## config.mk

```make
export PLATFORM = sky130hd
export DESIGN_NAME = fxb_exec
export DESIGN_NICKNAME = d
export VERILOG_FILES = /design/src/hdl/fxb_pkg.sv /design/src/hdl/fxb_result_if.sv /design/src/hdl/fxb_exec.sv /design/src/hdl/fxb_alu.sv
export VERILOG_INCLUDE_DIRS = /design/src /design/src/hdl
export SDC_FILE = /design/constraint.sdc
export NUM_CORES = 1
export LEC_CHECK = 0
export CAP_MARGIN = 30
export CORE_UTILIZATION = 55
export DETAILED_ROUTE_END_ITERATION = 6
export DONT_BUFFER_PORTS = 1
export PLACE_DENSITY = 0.73
export RECOVER_POWER = 50
export SLEW_MARGIN = 20
export SYNTH_ARGS = -nofsm -noshare
export SYNTH_HDL_FRONTEND = slang
export SYNTH_HIERARCHICAL = 1
export SYNTH_SLANG_ARGS = --single-unit
```

## constraint.sdc

```tcl
create_clock -name clk_sys -period 3.2 [get_ports clk_sys]
set_input_delay 0.32 -clock clk_sys [delete_from_list [all_inputs] [get_ports clk_sys]]
set_output_delay 0.32 -clock clk_sys [all_outputs]
set_load 0.005 [all_outputs]
```

## src/hdl/fxb_defines.svh

```systemverilog
// Constants for the file-op and branch execution block.
// Assumes inclusion by bare name from hdl/.
`ifndef FXB_DEFINES_SVH
`define FXB_DEFINES_SVH
`define FXB_DATA_W     8
`define FXB_ADDR_W     7
`define FXB_LIT_W      11
`define FXB_PC_W       15
`define FXB_LATCH_W    7
`define FXB_LATCH_LO   3
`define FXB_LATCH_HI   6
`define FXB_ZERO_BYTE  8'h00
`define FXB_ONE_BYTE   8'h01
`define FXB_PC_RESET   15'h0000
`define FXB_CLK_MHZ    250
`endif

```

## src/hdl/fxb_pkg.sv

```systemverilog
// Types shared by the execution block and its operand port.
// Assumes fxb_defines.svh is reachable by bare name.
`include "fxb_defines.svh"
package fxb_pkg;
    // Instruction selector presented by the decoder upstream
    typedef enum logic [3:0]
    {
        FXB_OP_NONE,
        FXB_OP_INVERT_FILE,
        FXB_OP_ZERO_FILE,
        FXB_OP_ZERO_ACCUM,
        FXB_OP_DEC_FILE,
        FXB_OP_DEC_SKIP_ZERO,
        FXB_OP_INC_SKIP_ZERO,
        FXB_OP_JUMP_LITERAL
    } fxb_op_e;
    typedef logic [`FXB_DATA_W-1:0] fxb_byte_t;
    typedef logic [`FXB_PC_W-1:0]   fxb_pc_t;
endpackage

```

## src/hdl/fxb_result_if.sv

```systemverilog
// Carries one computed result from the ALU leaf to the sequencer.
// Assumes both ends share clk_sys.
`timescale 1ns/1ps
interface fxb_result_if;
    import fxb_pkg::*;
    fxb_byte_t value;      // Computed byte
    logic      is_zero;    // Value equals zero
    modport producer (output value, output is_zero);
    modport consumer (input value, input is_zero);
endinterface

```

## src/hdl/fxb_exec.sv

```systemverilog
// Execution stage for invert, clear, decrement, skip and jump.
// Assumes inputs synchronous to clk_sys; op is valid while op_valid.
`timescale 1ns/1ps
`include "fxb_defines.svh"
// Contract
// - Destination bit 0 writes accumulator, 1 file
// - Invert writes inverse, updates zero flag
// - Clear file writes zero, sets zero flag
// - Clear accumulator writes zero, sets zero
// - Decrement writes f minus one, updates zero
// - Decrement skip discards next on zero
// - Increment skip discards next on zero
// - Jump loads literal into pc bits 10:0
// - Jump fills pc 14:11 from latch 6:3
// - Jump takes two cycles, flags kept
module fxb_exec
    import fxb_pkg::*;
(
    input  wire logic                      clk_sys,
    input  wire logic                      nrst,
    input  wire logic                      clk_en,
    input  wire logic                      op_valid,
    input  wire fxb_pkg::fxb_op_e          op,
    input  wire logic [`FXB_ADDR_W-1:0]    file_addr,
    input  wire logic                      dest_file,
    input  wire fxb_pkg::fxb_byte_t        file_data,
    input  wire logic [`FXB_LIT_W-1:0]     jump_literal,
    input  wire logic [`FXB_LATCH_W-1:0]   pc_high_latch,
    output logic                           accum_we,
    output fxb_pkg::fxb_byte_t             accum_data,
    output logic                           file_we,
    output logic [`FXB_ADDR_W-1:0]         file_waddr,
    output fxb_pkg::fxb_byte_t             file_wdata,
    output logic                           zero_flag,
    output logic                           pc_load,
    output fxb_pkg::fxb_pc_t               pc_target,
    output logic                           busy
);
    import fxb_pkg::*;

    fxb_result_if res ();             // ALU result bundle
    logic         stall_reg;          // Second cycle of a two-cycle instruction
    logic         take;               // Instruction accepted this cycle
    logic         writes_dest;        // Instruction writes a byte
    logic         to_file;            // Byte goes to the file register
    logic         skip_op;            // Skip family

    // Builds the jump target from literal and latch bits
    // Used for the target only; the checks restate the literal and latch bit fields themselves
    function automatic fxb_pc_t jump_pc(input logic [`FXB_LIT_W-1:0] lit,
                                        input logic [`FXB_LATCH_W-1:0] latch);
        jump_pc = {latch[`FXB_LATCH_HI:`FXB_LATCH_LO], lit};
    endfunction

    // Pure combinational leaf; every timing decision stays in this module
    fxb_alu u_alu
    (
        .op      (op),
        .operand (file_data),
        .res     (res)
    );

    // The slot after a zero-result skip or a jump is a no-op; a new op is ignored then
    assign take        = clk_en && op_valid && !stall_reg;
    assign skip_op     = (op == FXB_OP_DEC_SKIP_ZERO) || (op == FXB_OP_INC_SKIP_ZERO);
    // Only the six file operations write a byte; NONE, jump and unused codes write nothing
    assign writes_dest = op inside {FXB_OP_INVERT_FILE, FXB_OP_ZERO_FILE, FXB_OP_ZERO_ACCUM,
                                    FXB_OP_DEC_FILE, FXB_OP_DEC_SKIP_ZERO, FXB_OP_INC_SKIP_ZERO};
    // Clear file always targets the file; clear accumulator never does
    always_comb
    begin
        unique case (op)
            FXB_OP_ZERO_FILE:  to_file = 1'b1;
            FXB_OP_ZERO_ACCUM: to_file = 1'b0;
            default:           to_file = dest_file;
        endcase
    end

    // Destination write strobes and data; strobes last one enabled cycle and hold while clk_en is low
    always_ff @(posedge clk_sys or negedge nrst)
    begin
        if (!nrst)
        begin
            accum_we   <= 1'b0;
            file_we    <= 1'b0;
            accum_data <= `FXB_ZERO_BYTE;
            file_wdata <= `FXB_ZERO_BYTE;
            file_waddr <= '0;
        end
        else if (clk_en)
        begin
            accum_we   <= take && writes_dest && !to_file;
            file_we    <= take && writes_dest && to_file;
            if (take && writes_dest)
            begin
                accum_data <= res.value;
                file_wdata <= res.value;
                file_waddr <= file_addr;
            end
        end
    end

    // Zero flag; skip and jump leave it alone
    always_ff @(posedge clk_sys or negedge nrst)
    begin
        if (!nrst)
            zero_flag <= 1'b0;
        else if (clk_en && take && writes_dest && !skip_op)
            zero_flag <= res.is_zero;
    end

    // Two-cycle sequencing: jumps always, skips only on a zero result
    always_ff @(posedge clk_sys or negedge nrst)
    begin
        if (!nrst)
            stall_reg <= 1'b0;
        else if (clk_en)
            stall_reg <= take && ((op == FXB_OP_JUMP_LITERAL)
                         || (skip_op && res.is_zero));
    end
    // busy is its own flop beside stall_reg so the output stays registered;
    // both load the same expression, so they can never disagree

    // Program counter load for jumps
    always_ff @(posedge clk_sys or negedge nrst)
    begin
        if (!nrst)
        begin
            pc_load   <= 1'b0;
            pc_target <= `FXB_PC_RESET;
            busy      <= 1'b0;
        end
        else if (clk_en)
        begin
            pc_load <= take && (op == FXB_OP_JUMP_LITERAL);
            busy    <= take && ((op == FXB_OP_JUMP_LITERAL) || (skip_op && res.is_zero));
            if (take && (op == FXB_OP_JUMP_LITERAL))
                pc_target <= jump_pc(jump_literal, pc_high_latch);
        end
    end
endmodule

```

## src/hdl/fxb_alu.sv

```systemverilog
// Combinational arithmetic for the file operations.
// Assumes the operand byte is already read from the file.
`timescale 1ns/1ps
`include "fxb_defines.svh"
module fxb_alu
    import fxb_pkg::*;
(
    input  wire fxb_pkg::fxb_op_e  op,
    input  wire fxb_pkg::fxb_byte_t operand,
    fxb_result_if.producer          res
);
    // Result per instruction; unused codes yield the operand
    always_comb
    begin
        unique case (op)
            FXB_OP_INVERT_FILE:   res.value = ~operand;
            FXB_OP_ZERO_FILE,
            FXB_OP_ZERO_ACCUM:    res.value = `FXB_ZERO_BYTE;
            FXB_OP_DEC_FILE,
            FXB_OP_DEC_SKIP_ZERO: res.value = operand - `FXB_ONE_BYTE;
            FXB_OP_INC_SKIP_ZERO: res.value = operand + `FXB_ONE_BYTE;
            default:              res.value = operand;
        endcase
        res.is_zero = (res.value == `FXB_ZERO_BYTE);
    end
endmodule

```

### Yosys cells after proc, flatten, opt, wreduce, memory -nomap -nowiden

Index checks and enable logic that the tools add are counted.

| word-level totals | value |
|---|---|
| flip-flop bits (word level) | 35 |
| bits in latches | 0 |
| RAM bits | 0 |
| ROM bits | 0 |
| input bits | 42 |
| output and inout port bits | 43 |
| word-level logic and storage cells | 42 |
| memories kept | 0 |

| operators by class | value |
|---|---|
| $add $sub $neg | 2 |
| multipliers | 0 |
| divide/modulo/power cells | 0 |
| $lt $le $gt $ge | 0 |
| eq/ne operators | 7 |
| shifts and indexed selects | 0 |
| multiplexer cells | 2 |
| bitwise operators | 1 |
| reduce and logical (&&, ||, !) cells | 22 |

Operator list:

| operator | count |
|---|---|
| 8-bit one-hot mux with 4 select lines | 1 |
| 4-bit by 3-bit equality test with 1-bit output, second input constant | 4 |
| 1-bit logical AND | 11 |
| 8-bit by 1-bit adder with 8-bit output, second input constant | 1 |
| 4-bit by 2-bit equality test with 1-bit output, second input constant | 2 |
| 8-bit zero test | 1 |
| 8-bit NOT | 1 |
| 8-bit by 1-bit subtractor with 8-bit output, second input constant | 1 |
| 6-bit nonzero test | 1 |
| 4-bit by 1-bit equality test with 1-bit output, second input constant | 1 |
| 2-bit AND reduction | 2 |
| 2-bit OR reduction | 2 |
| 1-bit zero test | 3 |
| 1-bit logical OR | 2 |
| 1-bit one-hot mux with 2 select lines | 1 |

### Longest topological paths before layout

| depth | value |
|---|---|
| depth after elaboration | 7 |
| depth in mapped cells | 14 |
| mapped depth without buffers | 12 |

### By module

The synthesis kept the hierarchy.

By module, submodules not included:

| module | instances | cells an instance | area an instance (um^2) | sequential area each (um^2) |
|---|---|---|---|---|
| fxb_exec | 1 | 95 | 1490.2 | 875.8 |
| fxb_alu | 1 | 99 | 718.2 | 0.0 |

### Least setup slack after synthesis

OpenSTA, ideal clock, no wires.

| timing | value |
|---|---|
| kind | in2reg |
| from | in op[1] |
| to | reg busy |
| setup time | 0.067 ns |
| data arrival time | 2.966 ns |
| data required time | 3.133 ns |
| path slack | 0.167 ns |
| cell stages on the path | 14 |
| path buffers | 2 |
| path through | buf_6 -> and2_4 -> buf_6 -> nand2_1 -> inv_1 -> fa_1 -> nor3b_1 -> a211oi_1 -> o21ai_1 -> or3_1 -> or3_1 -> nor4_2 -> maj3_1 -> a32o_1 |

| on the way | value |
|---|---|
| longest elaborated chain between the ends | 7 |
| elaborated cells between the ends (all ways) | 15 |
| those cells by class | eq/ne (7); mux (1); reduce/logical (7) |

Ends and longest elaborated chain:

| what | line | text |
|---|---|---|
| start, declared | fxb_exec.sv:23 | `input wire fxb_pkg::fxb_op_e op,` |
| 4-bit by 3-bit equality test with 1-bit output or 4-bit by 2-bit equality test with 1-bit output (tied branches) | fxb_alu.sv:15 | `unique case (op)` |
| 2-bit OR reduction | fxb_alu.sv:15 |  |
| 8-bit one-hot mux with 4 select lines (*) | fxb_alu.sv:15 |  |
| net res.value[1] | fxb_result_if.sv:6 | `fxb_byte_t value;` |
| 8-bit zero test (no source line) (*) | - |  |
| net res.is_zero | fxb_result_if.sv:7 | `logic is_zero;` |
| 1-bit logical AND (*) | fxb_exec.sv:136 | `busy <= take && ((op == FXB_OP_JUMP_LITERAL) \|\| (skip_op && res.is_zero));` |
| 1-bit logical OR (*) | fxb_exec.sv:136 |  |
| 1-bit logical AND (*) | fxb_exec.sv:136 |  |
| end signal, assigned | fxb_exec.sv:136 |  |
| end, declared | fxb_exec.sv:37 | `output logic busy` |

The timed path passes the listed nets; every way through them passes the cells marked *.
A chain may end at the register's enable or synchronous reset.

### Worst setup path after layout

| timing | value |
|---|---|
| from | in op[2] |
| to | reg busy |

Same word-level chain as after synthesis.

==> run metrics <==
status complete, but fails checks; failing checks capacitance limit, slew limit; Final HPWL DP 3280 um; detailed router's first-iteration violation count 47; input/output buffers 0; Initial Util 59.0%; Setup Buffers After CTS 0; Finished Core Util 60.0%; Primary FF master, synth dfrtp_1; reg2reg setup slack 1.21 ns; GRT overflow 0; Synth Register Bits 35; Cell Area, Synth 2210 um2; final setup fails 0; Static Leak 0.000983 uW; syn avg cell area 11.4 um2; worst-margin pin slew 1.77 ns; CTS root buffer clkbuf_8; hold wc startpoint jump_literal[9]; Rows 22; crit path max fanout 19; CP Capture Type register; Tot Pwr 1230 uW; Die X-Extent 65.4 um; Power Density 546 nW/um2; final WL 4310 um; Clock Sinks 35; Filler Cell Count 337; gpl congestion 0.860; DP Worst Slack 0.0477 ns; kind of critical path primary input to register; Fin Setup TNS 0 ns; first-pass GRT wire length 6840 um; syn_nets 244; Worst Setup Slack, final 0.356 ns; Syn. warnings 6; Hold Vio Cnt, Final 0; post-layout min period 2.84 ns; GR Util All Layers 20.9%; Synth Instances 194; Final Skew 0.00315 ns; RSZ-0062 raised after global routing no; fin nets 236; Post-synth ARST share 100%; Max VDD drop 0.000313 V; core box area 3740 um2; maxcap violations 1; H-tree level count 2; Reg-to-Reg Start busy; crit start category primary input; Distinct cells, synth 54; Pins Over Slew Limit 36; DR vias/cell 6.43; # DRC 0; clock slew at reported path FFs 0.07 ns; min-delay worst type primary input to register; max_slew headroom -17.8%; reg2reg path depth 3; Num CTS Buffers 5; largest net degree at the start of global routing 36; Worst Path Arrival 3.06 ns; Ant. Diodes 0; Area Overhead vs Synth 1.70%; antenna violations before repair 0; Die Height 65.4 um; FF+latch area 876 um2; register area share after synthesis 39.7%; FF-to-FF End file_wdata[2]; fmax 0.352 GHz; Hold Crit Depth 1; worst hold endpoint pc_target[9]; DRT Pass-1 Iters 4; die footprint 4270 um2; via count 1512; Post-synth EDFFs 0; critical path required time 3.42 ns; CTS tree yes; wire length per cell 18.3 um; I/O pins 85; vias in the first global route 1454; Clock Latency Late Sink 0.28 ns; post-cts resize count 0; clock buffer depth 2; Final period util 88.9%; post-route ant nets 0; multi-input combinational cell area 1140 um2; layout cells sized above 1 28.9%
==> routing by layer <==
metal  part of all wire [%]  GRT usage [%]  up-vias
li1                       -              -      686
met3                     10           8.33        7
met2                     48           33.0       78
met5                      0              0        -
met4                    1.2           7.07        0
met1                     40           26.0      741
==> synth_stat cells, types with 3 or more instances <==
cell / number / area (um2)
nor2_1: 7 / 26.3
buf_6: 4 / 45.0
nand3_1: 7 / 35.0
o21ai_0: 11 / 55.1
mux2_2: 22 / 248
inv_1: 7 / 26.3
buf_4: 10 / 75.1
nand2b_1: 3 / 18.8
mux2i_1: 3 / 30.0
dfrtp_1: 35 / 876
mux2_4: 9 / 135
nand2_1: 6 / 22.5
nor2b_1: 3 / 18.8
or2_2: 3 / 18.8
ha_1: 7 / 87.6
a211oi_1: 4 / 30.0
==> repair_timing <==
action,4_1_cts,5_1_grt
hold buffers,2,0
hold endpoints to repair,35,0
setup endpoints to repair,0,0
==> how the worst max path moves through the flow <==
stage / from / end / slack (ns) / cells after the start
detailed placement: op[2] / busy / 0.05 / 12
global placement: op[2] / busy / 0.14 / 12
finish: op[2] / busy / 0.36 / 12
CTS: op[2] / busy / 0.34 / 12
floorplan: op[1] / busy / 0.17 / 14
global route: op[2] / busy / 0.1 / 12
==> worst max-delay path, cell delays in order <==
cell      delay, ns
and2_4         0.17
nand2_1        0.12
buf_4          0.18
ha_1           0.33
a211oi_1       0.24
o21ai_0        0.16
o31ai_1        0.24
o221ai_1       0.15
a311o_2        0.35
nor4_2         0.39
maj3_1         0.26
a32o_1         0.16
==> power by group <==
group / switching (uW) / internal (uW) / total [uW] / leakage [uW]
clock: 148 / 252 / 399 / 0.0000612
sequential: 81.2 / 531 / 612 / 0.000441
combinational: 86.1 / 128 / 214 / 0.000481
==> cell usage in the layout, fill, tap and decap left out, types with 2 or more instances in the layout <==
cell      netlist  layout
dfrtp_1        35      35
or2_2           3       3
or3_1           2       2
nor2_1          7       7
nor3_1          2       2
mux2i_1         3       3
nor3b_1         2       2
o22ai_1         2       2
a221o_1         2       2
o21ai_1         2       2
a211oi_2        2       2
o211a_1         2       2
a21o_1          2       2
a211oi_1        4       4
nand2_1         6       6
ha_1            7       7
a21oi_1         2       2
nand3_1         7       7
a22oi_1         2       2
o21ai_0        11      11
clkbuf_8        1       6
nor2b_1         3       3
inv_1           7       7
mux2_4          9       9
nand2b_1        3       3
xor2_1          2       2
buf_4          10       2
o21a_1          2       2
mux2_2         22      22
a32oi_1         2       2
==> state kept, by name, indices dropped and copies added (netlist names) <==
register and count:
file_wdata 8, file_waddr 7, pc_target 15, file_we 1, busy 1, accum_we 1
pc_load 1, zero_flag 1
==> stage by stage <==
stage / hold slack [ns] / std cells / cell area (um2)
after floorplan: 0.0244 / 194 / 2210
after detailed placement: 0.0251 / 225 / 2110
after CTS: 0.179 / 235 / 2260
final: 0.187 / 235 / 2250
after global routing: 0.175 / 235 / 2250
after global placement: 0.0251 / 225 / 2110
==> kinds of logic (layout without fill, tap and decap cells) <==
group | after synthesis | count (layout) | share of synthesized area [%]
AO/OA/AOI/OAI | 44 | 44 | 14.8
XOR/XNOR | 3 | 3 | 1.19
adder cells (fa/ha/maj) | 9 | 9 | 5.33
buffers and inverters | 26 | 19 | 8.84
flip-flops | 35 | 35 | 39.7
multiplexers | 34 | 34 | 18.7
AND/OR/NAND/NOR | 43 | 43 | 11.5
==> cell type report <==
cell class	instances	share of cell area [%]
repair buffers	4	1.28
multi-input cells	133	50.6
flip-flops and latches	35	39.0
clock buffers	6	3.68
clock inverters	2	1.56
well taps	48	2.67
inverters	7	1.17
(Power assumes the default switching activity.)
